`config.mk`:
```
export PLATFORM = sky130hd
export DESIGN_NAME = spbr_top
export DESIGN_NICKNAME = d
export VERILOG_FILES = /design/src/pkg/spbr_pkg.sv /design/src/spbr_baud_gen.sv /design/src/spbr_top.sv
export SDC_FILE = /design/constraint.sdc
export NUM_CORES = 1
export LEC_CHECK = 0
export BUFFER_PORTS_ARGS = -buffer_cell sky130_fd_sc_hd__buf_2
export CORE_MARGIN = 8
export CORE_UTILIZATION = 49
export DETAILED_ROUTE_END_ITERATION = 10
export MAX_ROUTING_LAYER = met4
export PLACE_DENSITY_LB_ADDON = 0.05
export SLEW_MARGIN = 20
export SYNTH_ARGS = -nofsm -noshare
export SYNTH_HDL_FRONTEND = slang
export SYNTH_SLANG_ARGS = --single-unit
```
`constraint.sdc`:
```
create_clock -name pclk -period 3.8 [get_ports pclk]
set_input_delay 0.76 -clock pclk [delete_from_list [all_inputs] [get_ports pclk]]
set_output_delay 0.76 -clock pclk [all_outputs]
set_load 0.02 [all_outputs]
```
`src/pkg/spbr_pkg.sv`:
```
// Function
// - Baud generator is a free-running 8-bit timer with period set by baud_divisor.
// - high_speed_baud changes the rate in asynchronous mode only.
// - Async rate is clock/(64(X+1)) low speed or clock/(16(X+1)) high speed.
// - Synchronous master rate is clock/(4(X+1)) with no high-speed variant.
// - Any baud_divisor write clears the baud timer at once.
// - Baud timing uses the system clock; no baud ticks while sleeping.
// - Receive pin is sampled three times per bit, majority decides.
// - With ninth_bit_receive_en set, 9-bit words are received, ninth bit in status.
// - A buffered word sets receive_flag; interrupt requested only with receive_irq_en.
// - Synchronous master samples the data line on the falling clock edge.
// - Single receive takes one word, continuous runs until cleared and wins.
// - After the last bit the shift register moves into the buffer if space exists.
// - receive_flag is read-only and clears once the buffer is read empty.
// - Receive buffer is a two-entry FIFO read back in order.
// - Last bit of a word into a full buffer sets overrun_error, word lost.
// - Overrun blocks buffer transfers; clearing continuous_receive_en clears it.
// - Ninth bit is buffered with its byte; each data read loads the next.
package spbr_pkg;

    localparam int CLK_HZ = 50_000_000;

    localparam logic [9:0] IDX_INTERRUPT_CONTROL = 10'h00b;
    localparam logic [9:0] IDX_PERIPHERAL_FLAGS = 10'h00c;
    localparam logic [9:0] IDX_RECEIVE_STATUS_CONTROL = 10'h018;
    localparam logic [9:0] IDX_RECEIVE_DATA = 10'h01a;
    localparam logic [9:0] IDX_PERIPHERAL_ENABLES = 10'h08c;
    localparam logic [9:0] IDX_TRANSMIT_STATUS_CONTROL = 10'h098;
    localparam logic [9:0] IDX_BAUD_DIVISOR = 10'h099;

    localparam logic [11:0] ADDR_INTERRUPT_CONTROL = {IDX_INTERRUPT_CONTROL, 2'b00};
    localparam logic [11:0] ADDR_PERIPHERAL_FLAGS = {IDX_PERIPHERAL_FLAGS, 2'b00};
    localparam logic [11:0] ADDR_RECEIVE_STATUS_CONTROL = {IDX_RECEIVE_STATUS_CONTROL, 2'b00};
    localparam logic [11:0] ADDR_RECEIVE_DATA = {IDX_RECEIVE_DATA, 2'b00};
    localparam logic [11:0] ADDR_PERIPHERAL_ENABLES = {IDX_PERIPHERAL_ENABLES, 2'b00};
    localparam logic [11:0] ADDR_TRANSMIT_STATUS_CONTROL = {IDX_TRANSMIT_STATUS_CONTROL, 2'b00};
    localparam logic [11:0] ADDR_BAUD_DIVISOR = {IDX_BAUD_DIVISOR, 2'b00};

    localparam logic [7:0] RST_INTERRUPT_CONTROL = 8'h00;
    localparam logic [7:0] RST_PERIPHERAL_ENABLES = 8'h00;
    localparam logic [7:0] RST_RECEIVE_STATUS_CONTROL = 8'h00;
    localparam logic [7:0] RST_TRANSMIT_STATUS_CONTROL = 8'h02;
    localparam logic [7:0] RST_BAUD_DIVISOR = 8'h00;

    localparam logic [7:0] MASK_INTERRUPT_CONTROL = 8'hff;
    localparam logic [7:0] MASK_PERIPHERAL_ENABLES = 8'h7f;
    localparam logic [7:0] MASK_RECEIVE_STATUS_CONTROL = 8'hf8;
    localparam logic [7:0] MASK_TRANSMIT_STATUS_CONTROL = 8'hf5;

    // receive_status_control bits
    localparam int BIT_PORT_ENABLE = 7;
    localparam int BIT_NINTH_BIT_RECEIVE_EN = 6;
    localparam int BIT_SINGLE_RECEIVE_EN = 5;
    localparam int BIT_CONTINUOUS_RECEIVE_EN = 4;
    // transmit_status_control bits
    localparam int BIT_MASTER_CLOCK_SOURCE = 7;
    localparam int BIT_SYNC_MODE = 4;
    localparam int BIT_HIGH_SPEED_BAUD = 2;
    localparam int BIT_SHIFT_EMPTY = 1;
    // peripheral_flags and peripheral_enables bit
    localparam int BIT_RECEIVE_FLAG = 5;

    // Async: 16 sub-samples per bit, low speed adds a divide by 4
    localparam logic [3:0] SUB_LAST = 4'hf;
    localparam logic [3:0] SUB_VOTE_A = 4'h7;
    localparam logic [3:0] SUB_VOTE_B = 4'h8;
    localparam logic [3:0] SUB_DECIDE = 4'h9;
    localparam logic [1:0] LOW_SPEED_PRESC_LAST = 2'h3;
    // Sync: four baud ticks per bit, clock high in phases 0 and 1
    localparam logic [1:0] SYNC_PHASE_BEFORE_FALL = 2'h1;
    localparam logic [3:0] LAST_BIT_8 = 4'h7;
    localparam logic [3:0] LAST_BIT_9 = 4'h8;
    localparam logic [1:0] FIFO_FULL = 2'h2;

endpackage

```
`src/spbr_baud_gen.sv`:
```
`timescale 1ns/1ps
module spbr_baud_gen (
    input wire logic pclk,
    input wire logic presetn,
    input wire logic clear,
    input wire logic run,
    input wire logic [7:0] divisor,
    output logic tick
);

    typedef struct packed {
        logic [7:0] count;
    } spbr_baud_state_t;

    spbr_baud_state_t st_ff;
    spbr_baud_state_t nxt_st;

    assign tick = run && (st_ff.count == divisor);

    always_comb begin
        nxt_st = st_ff;
        if (clear) begin
            nxt_st.count = 8'h00;
        end else if (run) begin
            if (tick) begin
                nxt_st.count = 8'h00;
            end else begin
                nxt_st.count = st_ff.count + 8'h01;
            end
        end
    end

    always_ff @(posedge pclk or negedge presetn) begin
        if (!presetn) begin
            st_ff <= '0;
        end else begin
            st_ff <= nxt_st;
        end
    end

endmodule // spbr_baud_gen

```
`src/spbr_top.sv`:
```
// Local design decision: the APB register port.
`timescale 1ns/1ps
module spbr_top (
    input wire logic pclk,
    input wire logic presetn,
    input wire logic psel,
    input wire logic penable,
    input wire logic pwrite,
    input wire logic [11:0] paddr,
    input wire logic [31:0] pwdata,
    input wire logic [3:0] pstrb,
    output logic [31:0] prdata,
    output logic pready,
    output logic pslverr,
    input wire logic sleep_mode,
    input wire logic rx_data_in,
    output logic sclk_out,
    output logic sclk_oe,
    output logic receive_irq
);

    typedef enum logic [2:0] {
        ST_IDLE,
        ST_START,
        ST_DATA,
        ST_STOP,
        ST_SYNC
    } spbr_rx_state_t;

    typedef struct packed {
        logic [7:0] intctl;
        logic [7:0] pie;
        logic [7:0] receive_status_control;
        logic [7:0] transmit_status_control;
        logic [7:0] divisor;
        logic [1:0][9:0] fifo;
        logic rd_ptr;
        logic [1:0] count;
        logic overrun;
        spbr_rx_state_t state;
        logic [3:0] sub;
        logic [1:0] presc;
        logic [3:0] bits;
        logic [8:0] shift;
        logic [1:0] vote;
        logic [2:0] hist;
        logic [1:0] phase;
        logic sclk;
        logic [31:0] prdata;
        logic pslverr;
        logic pop_ok;
    } spbr_state_t;

    spbr_state_t st_ff;
    spbr_state_t nxt_st;

    logic baud_tick;
    logic baud_clear;
    logic baud_run;
    logic wr_en;

    function automatic logic maj3(input logic a, input logic b, input logic c);
        maj3 = (a & b) | (a & c) | (b & c);
    endfunction

    assign wr_en = psel && penable && pwrite && pstrb[0];
    assign baud_clear = wr_en && (paddr == spbr_pkg::ADDR_BAUD_DIVISOR);
    assign baud_run = !sleep_mode && st_ff.receive_status_control[spbr_pkg::BIT_PORT_ENABLE];

    spbr_baud_gen u_baud (
        .pclk(pclk),
        .presetn(presetn),
        .clear(baud_clear),
        .run(baud_run),
        .divisor(st_ff.divisor),
        .tick(baud_tick)
    );

    // Zero wait states: every access completes in its first access cycle
    assign pready = 1'b1;
    assign prdata = st_ff.prdata;
    assign pslverr = st_ff.pslverr;
    assign sclk_out = st_ff.sclk;
    assign sclk_oe = st_ff.receive_status_control[spbr_pkg::BIT_PORT_ENABLE]
        && st_ff.transmit_status_control[spbr_pkg::BIT_SYNC_MODE]
        && st_ff.transmit_status_control[spbr_pkg::BIT_MASTER_CLOCK_SOURCE];
    assign receive_irq = (st_ff.count != 2'h0)
        && st_ff.pie[spbr_pkg::BIT_RECEIVE_FLAG];

    always_comb begin
        logic [7:0] rdv;
        logic hit;
        logic [9:0] head;
        logic [9:0] word;
        logic [8:0] shifted;
        logic [3:0] last_bit;
        logic done;
        logic bitv;
        logic pop;
        logic push;
        logic sample;
        logic port_enable;
        logic sync;
        logic rx9;
        logic continuous_receive_en;
        logic sync_go;
        logic wslot;
        logic fifo_ne;
        rdv = 8'h00;
        hit = 1'b1;
        head = st_ff.fifo[st_ff.rd_ptr];
        word = 10'h000;
        shifted = 9'h000;
        done = 1'b0;
        bitv = 1'b0;
        push = 1'b0;
        sample = 1'b0;
        wslot = 1'b0;
        pop = 1'b0;
        fifo_ne = (st_ff.count != 2'h0);
        nxt_st = st_ff;
        port_enable = st_ff.receive_status_control[spbr_pkg::BIT_PORT_ENABLE];
        sync = st_ff.transmit_status_control[spbr_pkg::BIT_SYNC_MODE];
        rx9 = st_ff.receive_status_control[spbr_pkg::BIT_NINTH_BIT_RECEIVE_EN];
        continuous_receive_en = st_ff.receive_status_control[spbr_pkg::BIT_CONTINUOUS_RECEIVE_EN];
        last_bit = rx9 ? spbr_pkg::LAST_BIT_9 : spbr_pkg::LAST_BIT_8;
        sync_go = port_enable && sync && st_ff.transmit_status_control[spbr_pkg::BIT_MASTER_CLOCK_SOURCE]
            && (continuous_receive_en || st_ff.receive_status_control[spbr_pkg::BIT_SINGLE_RECEIVE_EN])
            && !st_ff.overrun;

        // Register writes
        if (wr_en) begin
            case (paddr)
                spbr_pkg::ADDR_INTERRUPT_CONTROL: begin
                    nxt_st.intctl = pwdata[7:0] & spbr_pkg::MASK_INTERRUPT_CONTROL;
                end
                spbr_pkg::ADDR_PERIPHERAL_ENABLES: begin
                    nxt_st.pie = pwdata[7:0] & spbr_pkg::MASK_PERIPHERAL_ENABLES;
                end
                spbr_pkg::ADDR_RECEIVE_STATUS_CONTROL: begin
                    nxt_st.receive_status_control = pwdata[7:0] & spbr_pkg::MASK_RECEIVE_STATUS_CONTROL;
                    if (!pwdata[spbr_pkg::BIT_CONTINUOUS_RECEIVE_EN]) begin
                        nxt_st.overrun = 1'b0;
                    end
                end
                spbr_pkg::ADDR_TRANSMIT_STATUS_CONTROL: begin
                    nxt_st.transmit_status_control = pwdata[7:0] & spbr_pkg::MASK_TRANSMIT_STATUS_CONTROL;
                end
                spbr_pkg::ADDR_BAUD_DIVISOR: begin
                    nxt_st.divisor = pwdata[7:0];
                end
                default: begin
                end
            endcase
        end

        // Read data is captured in the setup cycle
        case (paddr)
            spbr_pkg::ADDR_INTERRUPT_CONTROL: begin
                rdv = st_ff.intctl;
            end
            spbr_pkg::ADDR_PERIPHERAL_FLAGS: begin
                rdv[spbr_pkg::BIT_RECEIVE_FLAG] = fifo_ne;
            end
            spbr_pkg::ADDR_RECEIVE_STATUS_CONTROL: begin
                rdv = st_ff.receive_status_control;
                if (fifo_ne) begin
                    rdv[2] = head[9];
                    rdv[0] = head[8];
                end
                rdv[1] = st_ff.overrun;
            end
            spbr_pkg::ADDR_RECEIVE_DATA: begin
                rdv = head[7:0];
            end
            spbr_pkg::ADDR_PERIPHERAL_ENABLES: begin
                rdv = st_ff.pie;
            end
            spbr_pkg::ADDR_TRANSMIT_STATUS_CONTROL: begin
                rdv = st_ff.transmit_status_control;
                rdv[spbr_pkg::BIT_SHIFT_EMPTY] = 1'b1;
            end
            spbr_pkg::ADDR_BAUD_DIVISOR: begin
                rdv = st_ff.divisor;
            end
            default: begin
                hit = 1'b0;
            end
        endcase
        if (psel && !penable) begin
            nxt_st.prdata = {24'h000000, rdv};
            nxt_st.pslverr = !hit;
            nxt_st.pop_ok = hit && !pwrite && (paddr == spbr_pkg::ADDR_RECEIVE_DATA)
                && fifo_ne;
        end
        // Pop only a word that was present at setup, so prdata and the pop agree
        pop = psel && penable && !pwrite && st_ff.pop_ok;

        // Three most recent pin levels, for the synchronous vote
        nxt_st.hist = {st_ff.hist[1:0], rx_data_in};

        // Async sub-sample tick: 16 per bit, prescaled by 4 at low speed
        if (baud_tick && !sync) begin
            if (st_ff.transmit_status_control[spbr_pkg::BIT_HIGH_SPEED_BAUD]) begin
                sample = 1'b1;
            end else begin
                nxt_st.presc = st_ff.presc + 2'h1;
                sample = (st_ff.presc == spbr_pkg::LOW_SPEED_PRESC_LAST);
            end
        end
        bitv = maj3(st_ff.vote[1], st_ff.vote[0], rx_data_in);

        unique case (st_ff.state)
            ST_IDLE: begin
                nxt_st.bits = 4'h0;
                // Park in the last low phase so the first rising edge waits for a baud tick
                nxt_st.phase = 2'h3;
                if (sync_go) begin
                    nxt_st.state = ST_SYNC;
                end else if (port_enable && !sync && continuous_receive_en && sample && !rx_data_in) begin
                    nxt_st.state = ST_START;
                    nxt_st.sub = 4'h0;
                end
            end
            ST_START, ST_DATA, ST_STOP: begin
                if (sample) begin
                    nxt_st.sub = st_ff.sub + 4'h1;
                    if (st_ff.sub == spbr_pkg::SUB_VOTE_A
                        || st_ff.sub == spbr_pkg::SUB_VOTE_B) begin
                        nxt_st.vote = {st_ff.vote[0], rx_data_in};
                    end
                    if (st_ff.sub == spbr_pkg::SUB_DECIDE) begin
                        if (st_ff.state == ST_START && bitv) begin
                            nxt_st.state = ST_IDLE;
                        end else if (st_ff.state == ST_DATA) begin
                            nxt_st.shift = {bitv, st_ff.shift[8:1]};
                        end else if (st_ff.state == ST_STOP) begin
                            done = 1'b1;
                            word[9] = !bitv;
                            nxt_st.state = ST_IDLE;
                        end
                    end
                    if (st_ff.sub == spbr_pkg::SUB_LAST) begin
                        if (st_ff.state == ST_START) begin
                            nxt_st.state = ST_DATA;
                        end else if (st_ff.bits == last_bit) begin
                            nxt_st.state = ST_STOP;
                        end else begin
                            nxt_st.bits = st_ff.bits + 4'h1;
                        end
                    end
                end
                if (!port_enable || !continuous_receive_en || sync) begin
                    nxt_st.state = ST_IDLE;
                    done = 1'b0;
                end
            end
            ST_SYNC: begin
                if (!sync_go) begin
                    nxt_st.state = ST_IDLE;
                end else if (baud_tick) begin
                    nxt_st.phase = st_ff.phase + 2'h1;
                    if (st_ff.phase == spbr_pkg::SYNC_PHASE_BEFORE_FALL) begin
                        bitv = maj3(st_ff.hist[2], st_ff.hist[1], st_ff.hist[0]);
                        shifted = {bitv, st_ff.shift[8:1]};
                        nxt_st.shift = shifted;
                        if (st_ff.bits == last_bit) begin
                            done = 1'b1;
                            nxt_st.bits = 4'h0;
                            if (!continuous_receive_en) begin
                                nxt_st.receive_status_control[spbr_pkg::BIT_SINGLE_RECEIVE_EN] = 1'b0;
                            end
                        end else begin
                            nxt_st.bits = st_ff.bits + 4'h1;
                        end
                    end
                end
            end
        endcase

        // Assemble the finished word from the shift register
        if (st_ff.state != ST_SYNC) begin
            shifted = st_ff.shift;
        end
        if (rx9) begin
            word[8:0] = shifted;
        end else begin
            word[7:0] = shifted[8:1];
        end

        // Buffer transfer, overrun and FIFO bookkeeping
        // A word completing into a full buffer with no pop that cycle is dropped; the overrun set beats its clear
        if (done) begin
            if (st_ff.overrun) begin
                push = 1'b0;
            end else if (st_ff.count == spbr_pkg::FIFO_FULL && !pop) begin
                nxt_st.overrun = 1'b1;
            end else begin
                push = 1'b1;
            end
        end
        if (push) begin
            // Tail slot; with a full buffer, a pop in the same cycle frees the head slot that gets refilled
            wslot = st_ff.rd_ptr ^ st_ff.count[0];
            nxt_st.fifo[wslot] = word;
        end
        if (pop) begin
            nxt_st.rd_ptr = !st_ff.rd_ptr;
        end
        case ({push, pop})
            2'b10: begin
                nxt_st.count = st_ff.count + 2'h1;
            end
            2'b01: begin
                nxt_st.count = st_ff.count - 2'h1;
            end
            default: begin
            end
        endcase

        if (baud_clear) begin
            nxt_st.presc = 2'h0;
        end

        // Serial clock: high for the first half of each bit
        nxt_st.sclk = (nxt_st.state == ST_SYNC) && !nxt_st.phase[1];
    end

    always_ff @(posedge pclk or negedge presetn) begin
        if (!presetn) begin
            st_ff <= '0;
            st_ff.intctl <= spbr_pkg::RST_INTERRUPT_CONTROL;
            st_ff.pie <= spbr_pkg::RST_PERIPHERAL_ENABLES;
            st_ff.receive_status_control <= spbr_pkg::RST_RECEIVE_STATUS_CONTROL;
            st_ff.transmit_status_control <= spbr_pkg::RST_TRANSMIT_STATUS_CONTROL
                & spbr_pkg::MASK_TRANSMIT_STATUS_CONTROL;
            st_ff.divisor <= spbr_pkg::RST_BAUD_DIVISOR;
            st_ff.state <= ST_IDLE;
        end else begin
            st_ff <= nxt_st;
        end
    end

endmodule // spbr_top
```
==> run summary <==
The flow ran to the end, and the final reports show no timing, DRC or antenna violations. Setup repair after global routing left no endpoint under its margin. Counting instances in the post-synthesis netlist gives the leading cell types as dfrtp_1 (106), nand2_1 (64), mux2_2 (58). Setup violations remaining at the end of the flow were counted as 0. The first detailed-routing pass took 5 iterations. Using the TritonRoute via totals, the vias-per-cell ratio works out to 5.77. On the final layout, the worst clock skew is 0.00784 ns. The number of diodes added for antenna fixing is 0, and the total track usage is 0.185.

The insertion delay to the later sink of the worst-skew pair came out at 0.35 ns. Across all hold checks on the routed design, the worst slack comes to 0.396 ns. The post-CTS resize count was 0; the number of cells on the worst reg-to-reg path was 7.

The share of synthesized area occupied by flip-flops and latches was 0.453; the sum of negative setup slack was 0 ns. The finished layout holds 747 standard cells, fillers aside. The worst setup path is of the reg -> reg kind. The run gives 412 as the violation count after the first detailed-route iteration. The async set-reset flop share out of synthesis was 1.00; the relative max-transition margin was 0.422. The floorplan row count was 40; the peak clock frequency supported by timing was 352 MHz. The worst-case IR drop observed on VDD is 276 uV. The via count of the first global-routing pass was 4,313. The biggest area contributor in the post-synthesis netlist is dfrtp_1. The complex-gate fraction of the synthesized area is 0.117, and the XOR/XNOR share of the synthesized area is 0.0239.

Data arrival time of the critical path: 3.12 ns. Yosys attributes the largest share of cell area to dfrtp_1 (45%), mux2_2 (11%), mux2i_1 (4.3%), buf_4 (4.2%), nand2_1 (4.1%). For the pin with the worst max-slew slack, the measured transition is 0.867 ns. The largest family of logic cells by synthesized area is simple AND/OR/NAND/NOR gates.

The effective utilization at floorplan is 0.494, and the number of antenna violations at the first check in global routing is 0. The category of the worst setup path capture point was a flip-flop. The mean routed wirelength per cell was 18.3 um; the placement-stage worst setup slack was 0.763 ns. The floorplan step defined a core boundary enclosing 0.0119 mm^2. In this run the power density over the cells is 341 mW/mm^2. The average instance area after synthesis was 10.3 um^2. For the first-pass GRT wire length, the log shows 22.6 mm.

Post-route fraction of the period consumed by the critical path: 0.747. The classification of the worst-slack hold path is reg -> reg. Number of max-slew violations in the final report: 0.

Counting instances, the worst hold path has a depth of 0. Counting tap cells, the placed design contains a total of 732 instances. The clock period could shrink to 2.84 ns. In this run, distinct cell masters in the synthesized netlist total 71. The buffer depth of the longest clock path was 2; the clock sink count was 106. The signed area change from the synthesized netlist to the final layout is 8.04%. The floorplan step defined a die boundary enclosing 0.0157 mm^2. Detailed placement finished with a half-perimeter wire length of 10.1 mm. The number of setup buffers added after CTS is 0.

Of all nets on the critical path, the largest fanout is 15. The portion of synthesized cell area occupied by the leading cell type is 0.453, and the number of nets in the finished design is 659. At the worst endpoint, the required time is 4.08 ns.

The final-layout fill cell count is 1,102, and the number of standard cells after synthesis is 570. The number of endpoints with negative hold slack in the final report was 0. Across all setup checks in the final design, the least slack found is 0.961 ns.

STA classifies the critical path startpoint as a flip-flop. TritonCTS built the clock tree. In this run the remaining antenna-violating nets after routing total 0. The clock transition at the registers of the reported paths works out to 0.08 ns.

For this block, the routed nets add up to 13.7 mm of wire. The placer congestion estimate was 0.865. The share of synthesized cell area in full adder, half adder and majority cells works out to 0.0188. Number of buffers created by CTS: 9. Measured along the y axis, the die boundary spans 125 um.

The floorplan die width is 125 um. By instance count, the leading cell after synthesis is dfrtp_1. During synthesis, Yosys emitted a total of 0 warnings. Share of synthesized area spent on multiplexers: 0.156. The CTS H-tree depth was 3; the mapped cell area was 0.00585 mm^2. Global routing finished with a remaining overflow of 0.

After detailed routing, the number of remaining DRC violations is 0. The number of enable-type register cells in the synthesized netlist is 0. Entering global routing, the biggest net connects 68 pins.

The post-synthesis register bit count was 106. The cell sitting at the root of the clock tree is a clkbuf_16. For this block, the via count after detailed routing is 4,310. Max-cap violations in this run came to 0. The synthesized-area fraction occupied by and/or/nand/nor cells works out to 0.161.

The fraction of layout instances using a drive strength above 1 was 0.220; the total leakage power was 2.96 nW. Number of buffers inserted by port buffering: 39. The most frequently used flop master after synthesis is dfrtp_1. The logs give 92 for the I/O pin count and 0 for the number of hold buffers added after CTS.
## cells by family after synthesis
family	count (synthesis)
compound gates	101
xor+xnor	16
fa+ha+maj	9
buf+inv	73
flops	106
mux	84
other cells	2
simple gates	179
## cell usage in the layout (no fill, tap or decap), types with 7 or more instances in the layout
cell       instances
dfrtp_1          106
mux2_2            58
clkbuf_16          9
o21ai_0           28
a22oi_1           13
ha_1               8
nor3_1             7
a21oi_1           21
nor4_1             7
nand2_1           64
xor2_1            10
conb_1            25
nor2_1            34
buf_2             38
nand3_1           11
and3_1             7
mux2i_1           25
inv_1             22
## critical path, stage by stage, from the launching register on
cell	delay [ns]
dfrtp_1	0.49
nor2_1	0.51
nand2_1	0.51
nor4_4	0.46
o21ai_0	0.17
ha_1	0.33
nor2_1	0.14
xor2_1	0.15
## path summary, 6_finish.rpt
path	start	end	slack (ns)
max	st_ff[61]	st_ff[66]	0.96
min	nxt_st[39]	st_ff[39]	0.40
max reg2reg	st_ff[61]	st_ff[66]	0.96
min reg2reg	nxt_st[39]	st_ff[39]	0.40
max in group asynchronous	presetn	st_ff[69]	2.49
min in group asynchronous	presetn	u_baud.st_ff[2]	0.50
## per-stage QoR
step	power, W	utilization	area [um^2]
6_report	0.00216	0.533	6320
3_5_place_dp	0.00124	0.509	6030
2_1_floorplan	0.00121	-	5940
3_3_place_gp	0.00124	0.509	6030
4_1_cts	0.00219	0.533	6320
5_1_grt	0.00223	0.533	6320
## cell type report
cell class                      instances  area [um^2]  area share
Inverter                               22         82.6      0.0131
Tap cell                              147          184      0.0291
Clock inverter                          6         67.6      0.0107
Sequential cell                       106         2650       0.419
Clock buffer                            9          225      0.0356
Multi-Input combinational cell        414         2890       0.456
Timing Repair Buffer                   43          228      0.0360
## report_power, final
part           switching, W  internal, W
combinational     0.0000685    0.0000187
sequential       0.00000205      0.00113
clock              0.000430     0.000510
total              0.000501      0.00166
## registers in the layout, indices dropped and copies added, names as in the netlist
signal and flops:
st_ff 86, u_baud.st_ff 8, pslverr 1, nxt_st 2, sclk_out 1, prdata 8
## per-layer routing
layer,vias to the layer above,global-route usage,routed length [um]
li1,2036,-,-
met2,106,0.289,6490
met5,-,-,0
met4,0,0.0466,207
met1,2151,0.230,6200
met3,17,0.0561,758
No activity file was read; power rests on OpenSTA's default activity.
